File: config.mk
export PLATFORM = sky130hd
export DESIGN_NAME = sleep_ctrl
export DESIGN_NICKNAME = d
export VERILOG_FILES = /design/src/sleep_pkg.sv /design/src/sleep_ctrl.sv /design/src/qual_timer.sv
export VERILOG_INCLUDE_DIRS = /design/src
export SDC_FILE = /design/constraint.sdc
export NUM_CORES = 1
export LEC_CHECK = 0
export ABC_AREA = 1
export BUFFER_PORTS_ARGS = -buffer_cell sky130_fd_sc_hd__buf_2
export CORE_ASPECT_RATIO = 1.5
export CORE_MARGIN = 4
export CORE_UTILIZATION = 55
export CTS_CLUSTER_SIZE = 40
export DETAILED_ROUTE_END_ITERATION = 7
export PLACE_DENSITY = 0.77
export RECOVER_POWER = 100
export SYNTH_ARGS = -nofsm -noshare
export SYNTH_HDL_FRONTEND = slang
export SYNTH_SLANG_ARGS = --single-unit
File: constraint.sdc
create_clock -name clk_in -period 4 [get_ports clk_in]
set_input_delay 0.8 -clock clk_in [delete_from_list [all_inputs] [get_ports clk_in]]
set_output_delay 0.8 -clock clk_in [all_outputs]
set_load 0.1 [all_outputs]
File: src/sleep_cfg.svh
// Constants of the speed-pin sleep controller: offsets, fields, resets, times.
// Assumes a 200 MHz core clock; times are turned into cycle counts below.
// How it works
// - Analog mode: pin at or below 40 mV is a sleep request.
// - Analog mode: pin at or above 2.2 V is a wake request.
// - Analog or PWM mode: wake level recognised within 1.5 us.
// - Core logic supply available within 5 ms after a valid wake level.
// - First output PWM pulse within 30 ms or 180 ms after supply is available.
// - Sleep request qualified for 0.05, 0.2, 20 or 200 ms by delay field.
// - PWM or frequency mode: low pin held for the delay is a sleep request.
// - Motor drive stops within 2 ms after a qualified sleep request.
// - Frequency mode accepts a square wave from 3 Hz to 32767 Hz; the code takes any low half longer than the delay as a sleep request.
// - Mode 10b is digital command; a cleared speed command bit requests stop.
`ifndef SLEEP_CFG_SVH
`define SLEEP_CFG_SVH

`define ADDR_CTRL          8'h00
`define ADDR_STATUS        8'h04

`define CTRL_MODE_LSB      0
`define CTRL_DLY_LSB       2
`define CTRL_DIG_CMD_BIT   4
`define CTRL_EXT_BIT       5
`define CTRL_RESET         32'h0000_0000

`define MODE_ANALOG        2'h0
`define MODE_PWM           2'h1
`define MODE_DIGITAL       2'h2
`define MODE_FREQ          2'h3

`define CLK_PERIOD_NS      5.0
`define SLEEP_DLY_00_MS    0.05
`define SLEEP_DLY_01_MS    0.2
`define SLEEP_DLY_10_MS    20.0
`define SLEEP_DLY_11_MS    200.0
`define WAKE_DET_MAX_US    1.5
`define SUPPLY_MAX_MS      5.0
`define DRIVE_STD_MAX_MS   30.0
`define DRIVE_EXT_MAX_MS   180.0
`define STOP_MAX_MS        2.0
`define FREQ_MIN_HZ        3
`define FREQ_MAX_HZ        32767

`define MS_TO_CYC(t)       (int'((t) * 1.0e6 / `CLK_PERIOD_NS))
`define WAKE_DET_MAX_CYC   (int'(`WAKE_DET_MAX_US * 1.0e3 / `CLK_PERIOD_NS))

`endif

File: src/sleep_pkg.sv
// Types of the sleep controller: one-hot states, control fields, bus request.
// Assumes sleep_cfg.svh supplies the numeric constants.
package sleep_pkg;

  typedef enum logic [4:0] {
    ST_ACTIVE = 5'b00001,
    ST_QUAL   = 5'b00010,
    ST_SLEEP  = 5'b00100,
    ST_WAKE   = 5'b01000,
    ST_START  = 5'b10000
  } sleep_state_e;

  typedef struct packed {
    logic       ext_variant;
    logic       dig_cmd;
    logic [1:0] dly_sel;
    logic [1:0] mode;
  } ctrl_s;

  typedef struct packed {
    logic [7:0]  addr;
    logic [31:0] wdata;
    logic        wr;
    logic        rd;
  } bus_req_s;

endpackage : sleep_pkg

File: src/sleep_ctrl.sv
// Sleep entry and wake-up sequencing from the speed command input.
// Assumes pin comparator levels arrive synchronous to clk_in and the core
// supply regulator reports good with core_supply_good_in.
`timescale 1ns/10ps
`include "sleep_cfg.svh"
module sleep_ctrl #(
  parameter int unsigned SLEEP_DLY_00_CYC = `MS_TO_CYC(`SLEEP_DLY_00_MS),
  parameter int unsigned SLEEP_DLY_01_CYC = `MS_TO_CYC(`SLEEP_DLY_01_MS),
  parameter int unsigned SLEEP_DLY_10_CYC = `MS_TO_CYC(`SLEEP_DLY_10_MS),
  parameter int unsigned SLEEP_DLY_11_CYC = `MS_TO_CYC(`SLEEP_DLY_11_MS),
  parameter int unsigned SUPPLY_MAX_CYC   = `MS_TO_CYC(`SUPPLY_MAX_MS)
) (
  input  wire logic        clk_in,
  input  wire logic        rst_in,
  input  wire logic [7:0]  addr_in,
  input  wire logic [31:0] wr_data_in,
  input  wire logic        wr_en_in,
  input  wire logic        rd_en_in,
  output logic [31:0]      rd_data_out,
  input  wire logic        below_sleep_entry_level_in,
  input  wire logic        above_sleep_exit_level_in,
  input  wire logic        speed_pin_in,
  input  wire logic        core_supply_good_in,
  output logic             core_logic_supply_en_out,
  output logic             motor_drive_en_out,
  output logic             asleep_out
);

  sleep_pkg::sleep_state_e state_r;
  sleep_pkg::sleep_state_e state_nxt;
  sleep_pkg::ctrl_s        ctrl_r;
  sleep_pkg::bus_req_s     req;
  logic [31:0]             rd_data_r;
  logic [31:0]             supply_cnt_r;
  logic                    supply_late_r;
  logic                    supply_en_r;
  logic                    drive_en_r;
  logic                    asleep_r;
  logic                    qual_done;

  function automatic logic [31:0] dly_cycles(input logic [1:0] sel);
    unique case (sel)
      2'h0: dly_cycles = SLEEP_DLY_00_CYC[31:0];
      2'h1: dly_cycles = SLEEP_DLY_01_CYC[31:0];
      2'h2: dly_cycles = SLEEP_DLY_10_CYC[31:0];
      2'h3: dly_cycles = SLEEP_DLY_11_CYC[31:0];
    endcase
  endfunction : dly_cycles

  assign req = '{addr: addr_in, wdata: wr_data_in, wr: wr_en_in, rd: rd_en_in};

  wire is_analog  = (ctrl_r.mode == `MODE_ANALOG);
  wire is_digital = (ctrl_r.mode == `MODE_DIGITAL);
  // Pulse modes sample the pin as a plain level; a wave at 3 Hz..32767 Hz
  // has lows of up to about 167 ms, shorter than only the 200 ms qualification delay
  wire pin_low    = !speed_pin_in;

  wire sleep_cond = is_analog  ? below_sleep_entry_level_in :
                    is_digital ? !ctrl_r.dig_cmd :
                                 pin_low;
  wire wake_cond  = is_analog  ? above_sleep_exit_level_in :
                    is_digital ? ctrl_r.dig_cmd :
                                 speed_pin_in;

  // The motor stays driven while a sleep request is being qualified
  function automatic logic is_driving(input sleep_pkg::sleep_state_e st);
    is_driving = (st == sleep_pkg::ST_ACTIVE) || (st == sleep_pkg::ST_QUAL);
  endfunction : is_driving

  wire in_wait    = is_driving(state_r);
  wire qual_run   = in_wait && sleep_cond && !is_digital;
  wire st_wake    = (state_r == sleep_pkg::ST_WAKE);

  // Digital mode bypasses the timer: a cleared command bit stops at once
  qual_timer u_qual_timer (
    .clk_in   (clk_in),
    .rst_in   (rst_in),
    .run_in   (qual_run),
    .limit_in (dly_cycles(ctrl_r.dly_sel)),
    .done_out (qual_done)
  );

  wire sleep_go = is_digital ? (in_wait && sleep_cond) : qual_done;

  always_comb begin
    state_nxt = state_r;
    unique case (state_r)
      sleep_pkg::ST_ACTIVE: begin
        if (sleep_go) begin
          state_nxt = sleep_pkg::ST_SLEEP;
        end else if (sleep_cond) begin
          state_nxt = sleep_pkg::ST_QUAL;
        end
      end
      sleep_pkg::ST_QUAL: begin
        if (sleep_go) begin
          state_nxt = sleep_pkg::ST_SLEEP;
        end else if (!sleep_cond) begin
          state_nxt = sleep_pkg::ST_ACTIVE;
        end
      end
      sleep_pkg::ST_SLEEP: begin
        if (wake_cond) begin
          state_nxt = sleep_pkg::ST_WAKE;
        end
      end
      sleep_pkg::ST_WAKE: begin
        if (core_supply_good_in) begin
          state_nxt = sleep_pkg::ST_START;
        end
      end
      sleep_pkg::ST_START: begin
        state_nxt = sleep_pkg::ST_ACTIVE;
      end
      default: begin
        state_nxt = sleep_pkg::ST_SLEEP;
      end
    endcase
  end

  wire supply_nxt = (state_nxt != sleep_pkg::ST_SLEEP);
  wire drive_nxt  = is_driving(state_nxt);
  wire asleep_nxt = (state_nxt == sleep_pkg::ST_SLEEP);

  // Watch for a regulator that misses its wake-up window
  wire        supply_miss    = st_wake &&
                               (supply_cnt_r >= SUPPLY_MAX_CYC[31:0]);
  wire [31:0] supply_cnt_nxt = st_wake ? supply_cnt_r + 32'h0000_0001
                                       : 32'h0000_0000;

  // Register decode, shared by the write and the read path
  function automatic logic addr_hit(input logic [7:0] addr, input logic [7:0] reg_addr);
    addr_hit = (addr == reg_addr);
  endfunction : addr_hit

  wire       ctrl_hit   = addr_hit(req.addr, `ADDR_CTRL);
  wire       status_hit = addr_hit(req.addr, `ADDR_STATUS);
  wire       wr_ctrl    = req.wr && ctrl_hit;
  wire       late_clr   = req.wr && status_hit && req.wdata[5];
  wire [5:0] ctrl_nxt   = req.wdata[5:0];

  // Reset lands in WAKE: supply on, drive held off until the supply is good
  always_ff @(posedge clk_in or posedge rst_in) begin
    if (rst_in) begin
      state_r <= sleep_pkg::ST_WAKE;
    end else begin
      state_r <= state_nxt;
    end
  end

  // Supply stays on in every state but sleep
  always_ff @(posedge clk_in or posedge rst_in) begin
    if (rst_in) begin
      supply_en_r <= 1'b1;
    end else begin
      supply_en_r <= supply_nxt;
    end
  end

  always_ff @(posedge clk_in or posedge rst_in) begin
    if (rst_in) begin
      drive_en_r <= 1'b0;
    end else begin
      drive_en_r <= drive_nxt;
    end
  end

  always_ff @(posedge clk_in or posedge rst_in) begin
    if (rst_in) begin
      asleep_r <= 1'b0;
    end else begin
      asleep_r <= asleep_nxt;
    end
  end

  always_ff @(posedge clk_in or posedge rst_in) begin
    if (rst_in) begin
      supply_cnt_r <= 32'h0000_0000;
    end else begin
      supply_cnt_r <= supply_cnt_nxt;
    end
  end

  // Set wins over a clear in the same cycle
  always_ff @(posedge clk_in or posedge rst_in) begin
    if (rst_in) begin
      supply_late_r <= 1'b0;
    end else if (supply_miss) begin
      supply_late_r <= 1'b1;
    end else if (late_clr) begin
      supply_late_r <= 1'b0;
    end
  end

  // Status word: sticky late flag above the one-hot state
  wire [31:0] ctrl_word = {26'h000_0000, ctrl_r};
  wire [31:0] stat_word = {26'h000_0000, supply_late_r, state_r};
  wire [31:0] rd_sel    = ctrl_hit   ? ctrl_word :
                          status_hit ? stat_word : 32'h0000_0000;
  // Read data fall back to zero outside the answer cycle
  wire [31:0] rd_nxt    = req.rd ? rd_sel : 32'h0000_0000;

  always_ff @(posedge clk_in or posedge rst_in) begin
    if (rst_in) begin
      ctrl_r <= sleep_pkg::ctrl_s'(6'(`CTRL_RESET));
    end else if (wr_ctrl) begin
      ctrl_r <= sleep_pkg::ctrl_s'(ctrl_nxt);
    end
  end

  always_ff @(posedge clk_in or posedge rst_in) begin
    if (rst_in) begin
      rd_data_r <= 32'h0000_0000;
    end else begin
      rd_data_r <= rd_nxt;
    end
  end

  // Outputs come straight from their flip-flops
  assign rd_data_out              = rd_data_r;
  assign core_logic_supply_en_out = supply_en_r;
  assign motor_drive_en_out       = drive_en_r;
  assign asleep_out               = asleep_r;

endmodule : sleep_ctrl

File: src/qual_timer.sv
// Qualification counter: counts while run is high and holds at the limit, clears when it drops.
// Assumes limit stays stable while run is high.
`timescale 1ns/10ps
module qual_timer (
  input  wire logic        clk_in,
  input  wire logic        rst_in,
  input  wire logic        run_in,
  input  wire logic [31:0] limit_in,
  output logic             done_out
);

  logic [31:0] count_r;
  logic [31:0] count_nxt;
  wire         at_limit = (count_r >= limit_in);

  // Any break in the condition clears the count
  assign count_nxt = !run_in ? 32'h0000_0000 :
                     at_limit ? count_r : count_r + 32'h0000_0001;

  always_ff @(posedge clk_in or posedge rst_in) begin
    if (rst_in) begin
      count_r <= 32'h0000_0000;
    end else begin
      count_r <= count_nxt;
    end
  end

  assign done_out = run_in && at_limit;

endmodule : qual_timer

======== After elaboration in Yosys (flattened, before gate mapping) ========
Index checks and enable logic that the tools add are counted.
word-level totals
  logic and storage cells ................. 68
  register bits after elaboration ......... 85
  RAM bits ................................ 0
  input bits .............................. 48
  latch bits .............................. 0
  ROM bits ................................ 0
  output and inout bits ................... 35
  memories kept ........................... 0
operators by class
  reduce and logical (&&, ||, !) cells .... 16
  $add $sub $neg .......................... 2
  shifts and indexed selects .............. 0
  order comparisons ....................... 2
  mux-type cells .......................... 21
  divide/modulo/power cells ............... 0
  equality and inequality tests ........... 15
  $mul .................................... 0
  bitwise operators ....................... 0
operators with widths
  operator                                                                  count
  32-bit case mux with 4 select lines                                       1
  32-bit 2-to-1 mux                                                         3
  32-bit by 1-bit adder with 32-bit output (second input constant)          2
  32-bit by 20-bit >= comparator with 1-bit output (second input constant)  1
  32-bit >= comparator                                                      1
  5-bit 2-to-1 mux                                                          6
  5-bit case mux with 5 select lines                                        1
  6-bit 2-to-1 mux                                                          3
  5-bit by 1-bit == test with 1-bit output (second input constant)          2
  5-bit by 2-bit == test with 1-bit output (second input constant)          2
  5-bit by 3-bit == test with 1-bit output (second input constant)          2
  8-bit by 3-bit == test with 1-bit output (second input constant)          1
  8-bit logical NOT                                                         1
  1-bit logical AND                                                         7
  1-bit 2-to-1 mux                                                          7
  2-bit == test (second input constant)                                     3
  5-bit by 4-bit == test with 1-bit output (second input constant)          1
  5-bit == test (second input constant)                                     1
  5-bit by 3-bit inequality test with 1-bit output (second input constant)  1
  2-bit logical NOT                                                         2
  1-bit logical NOT                                                         3
  2-bit by 1-bit == test with 1-bit output (second input constant)          1
  1-bit logical OR                                                          2
  2-bit inequality test (second input constant)                             1
  2-bit nonzero test                                                        1

======== Longest topological paths before layout ========
  depth after elaboration ................. 11
  depth in mapped cells ................... 16
  mapped depth without buffers ............ 15

======== Hierarchy ========
Synthesis repeated with hierarchy kept, for this count alone.
second synthesis, totals
  cell total of the unflattened synthesis .. 965
  area total of the unflattened synthesis .. 6520.0 µm²
by module, submodules not included
  module      instances  area each (µm²)  cells each  sequential area each (µm²)
  qual_timer  1          3294.4           523         800.8
  sleep_ctrl  1          3225.6           442         1328.8

======== Worst setup path after synthesis ========
Ideal clock, no wire load.
  path type ............................... reg-to-reg
  start ................................... register ctrl_r[3] (netlist name)
  end ..................................... register u_qual_timer.count_r[0]
  setup time .............................. 0.117 ns
  path buffers ............................ 2
  arrival ................................. 1.988 ns
  period minus slack after synthesis ...... 2.105 ns
  stages on the path, launching flop included .. 16
  path slack .............................. 1.895 ns
  required time ........................... 3.883 ns
  cells stage by stage .................... dfrtp_1 > inv_1 > ha_1 > inv_1 > ha_1 > nand2_1 > nor2_1 > nand3_1 > nor2_1 > nand2_1 > nand3_1 > nand2_2 > buf_6 > buf_6 > nand4_1 > nand2_1
between the ends
  cells in the longest elaborated chain, start to end .. 4
  elaborated cells on any way between the ends .. 7
  those cells by class .................... order compare: 1; eq/ne: 4; mux: 1; reduce/logical: 1
ends and longest elaborated chain
  item                                         line               text
  start, declared                              sleep_ctrl.sv:31   sleep_pkg::ctrl_s ctrl_r;
  start signal, assigned                       sleep_ctrl.sv:205  ctrl_r <= sleep_pkg::ctrl_s'(6'(`CTRL_RESET));
  start signal, assigned                       sleep_ctrl.sv:207  ctrl_r <= sleep_pkg::ctrl_s'(ctrl_nxt);
  2-bit == test, or another cell as far along  sleep_ctrl.sv:42   unique case (sel)
  32-bit case mux with 4 select lines *        sleep_ctrl.sv:42
  32-bit >= comparator *                       qual_timer.sv:14   wire at_limit = (count_r >= limit_in);
  2-bit inequality test (no line) *            -
  end signal, assigned                         qual_timer.sv:24   count_r <= count_nxt;
  end, declared                                qual_timer.sv:12   logic [31:0] count_r;
Mark *: on every way between the ends. The rest lies on a longest branch, timed or not. The select of a mux whose other input is x is not followed.
A chain may end at the register's enable or synchronous reset.

======== Worst setup path after layout ========
  start ................................... register state_r[2]
  end ..................................... register u_qual_timer.count_r[7]
between the ends
  cells in the longest elaborated chain, start to end .. 5
  elaborated cells on any way between the ends .. 7
  those cells by class .................... eq/ne: 3; mux: 1; reduce/logical: 3
ends and longest elaborated chain
  item                                                                                                         line               text
  start, declared                                                                                              sleep_ctrl.sv:29   sleep_pkg::sleep_state_e state_r;
  start signal, assigned                                                                                       sleep_ctrl.sv:145  state_r <= sleep_pkg::ST_WAKE;
  start signal, assigned                                                                                       sleep_ctrl.sv:147  state_r <= state_nxt;
  5-bit by 1-bit == test with 1-bit output / 5-bit by 2-bit == test with 1-bit output (equally long branches)  sleep_ctrl.sv:67   is_driving = (st == sleep_pkg::ST_ACTIVE) || (st == sleep_pkg::ST_QUAL);
  1-bit logical OR *                                                                                           sleep_ctrl.sv:67
  1-bit logical AND * (2 in a row)                                                                             sleep_ctrl.sv:71   wire qual_run = in_wait && sleep_cond && !is_digital;
  2-bit inequality test (no line) / 32-bit 2-to-1 mux (equally long branches)                                  -
Mark *: on every way between the ends. The rest lies on a longest branch, timed or not.

==> impl_results.md <==
- CTS tree: yes
- HPWL after DPL: 10700 µm
- Post-DRT Antenna Nets: 0
- CTS Buffer Depth: 2
- GRT overflow: 0
- Critical Path RT: about 4.3 ns
- Setup slack, reg-to-reg: between 0.7 and 0.8 ns
- PwrDens: between 300 and 400 mW/mm²
- Area leader, netlist: dfrtp_1
- Endpoint class of the critical path: flop
- Status: finished, violations left
- Synth async-reset ratio: 1.00
- Chip Width: 92.5 µm
- Largest delay contributor family on the critical path: simple AND/OR/NAND/NOR gates
- Post-synth cell types: 40
- Max-slew headroom: -0.430
- P&R area growth vs syn: 6.83%
- Critical Path Start Type: flop
- Hold Crit Class: flop to flop
- Antenna Cells: 0
- Initial cell density of the core: 0.560
- Largest net degree at the start of global routing: between 40 and 50
- Number of synthesized register bits: 85
- Post-layout nets: about 920
- First drt pass iteration count: 5
- Die area: approximately 0.012 mm²
- IO Pins: slightly above 80
- Final worst setup slack: 0.769 ns
- Worst path buffer plus inverter count: 1
- Crit path from: state_r[2]$_DFF_PP0_
- Initial antenna violation count: 0
- Setup TNS: 0 ns
- Area of the multi-input gates: about 0.003 mm²
- Gr usage total: 0.238
- CTS Hold Buffers Added: 0
- Drc violations: 0
- Crit-path cells: nor2_1 > nand3_1 > o21ai_0 > nand2_1 > nor2_1 > clkbuf_2 > nand4_1 > nand2_1
- Sequential cell area fraction in the yosys report: 0.361
- Post-Syn Area: between 0.005 and 0.006 mm²
- Post-cts sizing count: 0
- Crit path to: u_qual_timer.count_r[7]$_DFFE_PP0P_
- Period minus WS final: 3.23 ns
- Max Cap Viol: 2
- Final hold violation count: 0
- Synth Flop Type: dfrtp_1
- Core Region: roughly 0.011 mm²
- Vias/cell: 5.17
- Final Setup Violations: 0
- Unrepaired setup endpoints after global routing: no
- Clock-pin slew on the worst setup and hold paths: ~0.07 ns
- Crit Path Category: flop to flop
- F_max: about 310 MHz
- Clock root cell: clkbuf_16
- Fillers: 1056
- Post-synth EDFFs: 0
- 1st-iter DRT viols: just over 300
- Die extent in y: about 130 µm
- Crit-path max cell delay: ~1.3 ns
- P_leak: between 2 and 3 nW
- Place WS: ~1 ns
- Vias in the first global route: between 5000 and 6000
- Max FO, Critical Path: 31
- H-tree depth: 3
- First-pass GRT wire length: 23600 µm
- Syn_area_per_cell: approximately 7.2 µm²
- Slew of the pin with the lowest slew margin: 2.13 ns
- Worst skew pair latency: approximately 0.34 ns
- Peak supply drop: between 0.2 and 0.25 mV
- Period Utilization, post-route: 0.808
- Worst Skew: roughly 0.014 ns
- CP Depth: 8
- Final WL: ~14000 µm
- Worst reg2reg path depth: 8
- Pins over their slew limit: 77
- Sequential cell area: 0.00213 mm²
- Reg-to-reg startpoint: state_r[2]$_DFF_PP0_
- Layout cells sized above 1: 0.0938
- Worst hold slack: 0.496 ns
- Dominant cells by area after synthesis: dfrtp_1 35%, nand2_1 13%, nor2_1 7.1%, inv_1 6.2%, nand3_1 5.8%
- DR vias: ~5200
- FP Rows: 46
- Port-buffer cells: 30
- # Post-CTS Setup Buffers: 0
- Clock Sinks: 85
- Syn. warnings: 0
- WP data arrival: 3.50 ns
- Cell count after synthesis: about 820
- Synth top area share: 0.352
- GPL Wtd Cong: 0.933
- RR Endpoint: u_qual_timer.count_r[7]$_DFFE_PP0P_
- Slowest CP cell: nor2_1
- Num CTS Buffers: 9
- Routed length per instance: 13.8 µm
- Failing checks: max-capacitance violations, max-slew violations
==> layout by cell type, fill, tap and decap left out, drive strengths merged <==
master,netlist,routed
xor2,18,18
nand4,41,41
a21oi,19,19
bufinv,0,3
nor3b,2,2
dfrtp,83,83
o21ai,15,15
ha,26,26
or2,3,3
clkinv,0,1
o21bai,1,1
conb,1,26
dfstp,2,2
a211oi,2,2
buf,42,22
inv,112,112
nand3b,2,2
xnor2,7,7
nor3,23,23
nor4,7,7
nor2,122,122
clkinvlp,0,1
nand3,69,69
a21o,1,1
nand2,218,218
a31o,1,1
clkbuf,2,24
a31oi,2,2
==> metal layers <==
layer  share of wire  GRT usage  routed length [µm]
met5               0          0                   0
met4           0.047      0.126                 640
met3           0.032     0.0368                 434
met2            0.55      0.446                7600
met1            0.37      0.251                5080
==> synthesized netlist by cell type, types with 3 or more instances <==
cell and instances:
or2_1 3, nor3_2 8, nor4_1 5, nand2_1 210
ha_1 26, nor2_2 10, xnor2_1 7, xor2_1 18
nor3_1 14, inv_2 15, nand4_1 41, nor2_1 111
a21oi_1 18, buf_4 32, buf_2 3, o21ai_0 13
buf_6 7, dfrtp_1 83, nand2_2 7, inv_1 97
nand3_1 68
==> sequential cells by signal, summed over array words and instances (netlist names) <==
signal / count
state_r: 5
asleep_out: 1
rd_data_out: 6
motor_drive_en_out: 1
ctrl_r: 6
u_qual_timer.count_r: 32
supply_cnt_r: 32
core_logic_supply_en_out: 1
supply_late_r: 1
==> how the worst min path moves through the flow <==
stage                                              start                                    to  slack, ns  depth (start not counted)
finish                             ctrl_r[5]$_DFFE_PP0P_                 ctrl_r[5]$_DFFE_PP0P_       0.50                          2
global route        u_qual_timer.count_r[27]$_DFFE_PP0P_  u_qual_timer.count_r[27]$_DFFE_PP0P_       0.52                          2
CTS                                ctrl_r[5]$_DFFE_PP0P_                 ctrl_r[5]$_DFFE_PP0P_       0.50                          2
detailed placement                 ctrl_r[5]$_DFFE_PP0P_                 ctrl_r[5]$_DFFE_PP0P_       0.48                          2
global placement    u_qual_timer.count_r[29]$_DFFE_PP0P_  u_qual_timer.count_r[29]$_DFFE_PP0P_       0.47                          2
floorplan                          ctrl_r[5]$_DFFE_PP0P_                 ctrl_r[5]$_DFFE_PP0P_       0.44                          2
==> per-stage QoR <==
| step | instance area, µm² | total power, mW | std cells | util |
|---|---|---|---|---|
| after global routing | 6300 | 2.32 | 997 | 0.598 |
| final | 6300 | 2.24 | 997 | 0.598 |
| after detailed placement | 6020 | 1.29 | 981 | 0.572 |
| after global placement | 6020 | 1.28 | 981 | 0.572 |
| after CTS | 6370 | 2.26 | 997 | 0.605 |
| after floorplan | 5990 | 1.24 | 846 | - |
==> power breakdown <==
part	switching, mW	internal (mW)
combinational	0.289	0.0460
sequential	0.0267	0.894
clock	0.351	0.631
==> kinds of logic after synthesis <==
kind of cell | synth area share
AOI/OAI and AO/OA | 0.0401
xor gates and xnor gates | 0.0371
buffers and inverters | 0.129
adders and majority gates | 0.0552
other | 0.000636
DFF | 0.361
and+or+nand+nor | 0.377
==> final cells by class <==
cell class / instances / share of cell area
clock buffers: 11 / 0.0385
clock inverters: 5 / 0.0171
inverters: 112 / 0.0669
multi-input cells: 605 / 0.485
flip-flops and latches: 85 / 0.338
well taps: 144 / 0.0286
repair buffers: 35 / 0.0258
==> worst reg2reg max path, stage by stage, from the launching register on <==
cell,delay (ns)
dfrtp_1,0.41
nor2_1,0.16
nand3_1,0.09
o21ai_0,0.21
nand2_1,0.08
nor2_1,1.25
clkbuf_2,0.68
nand4_1,0.17
nand2_1,0.11
Power figures use the tool's default switching activity.
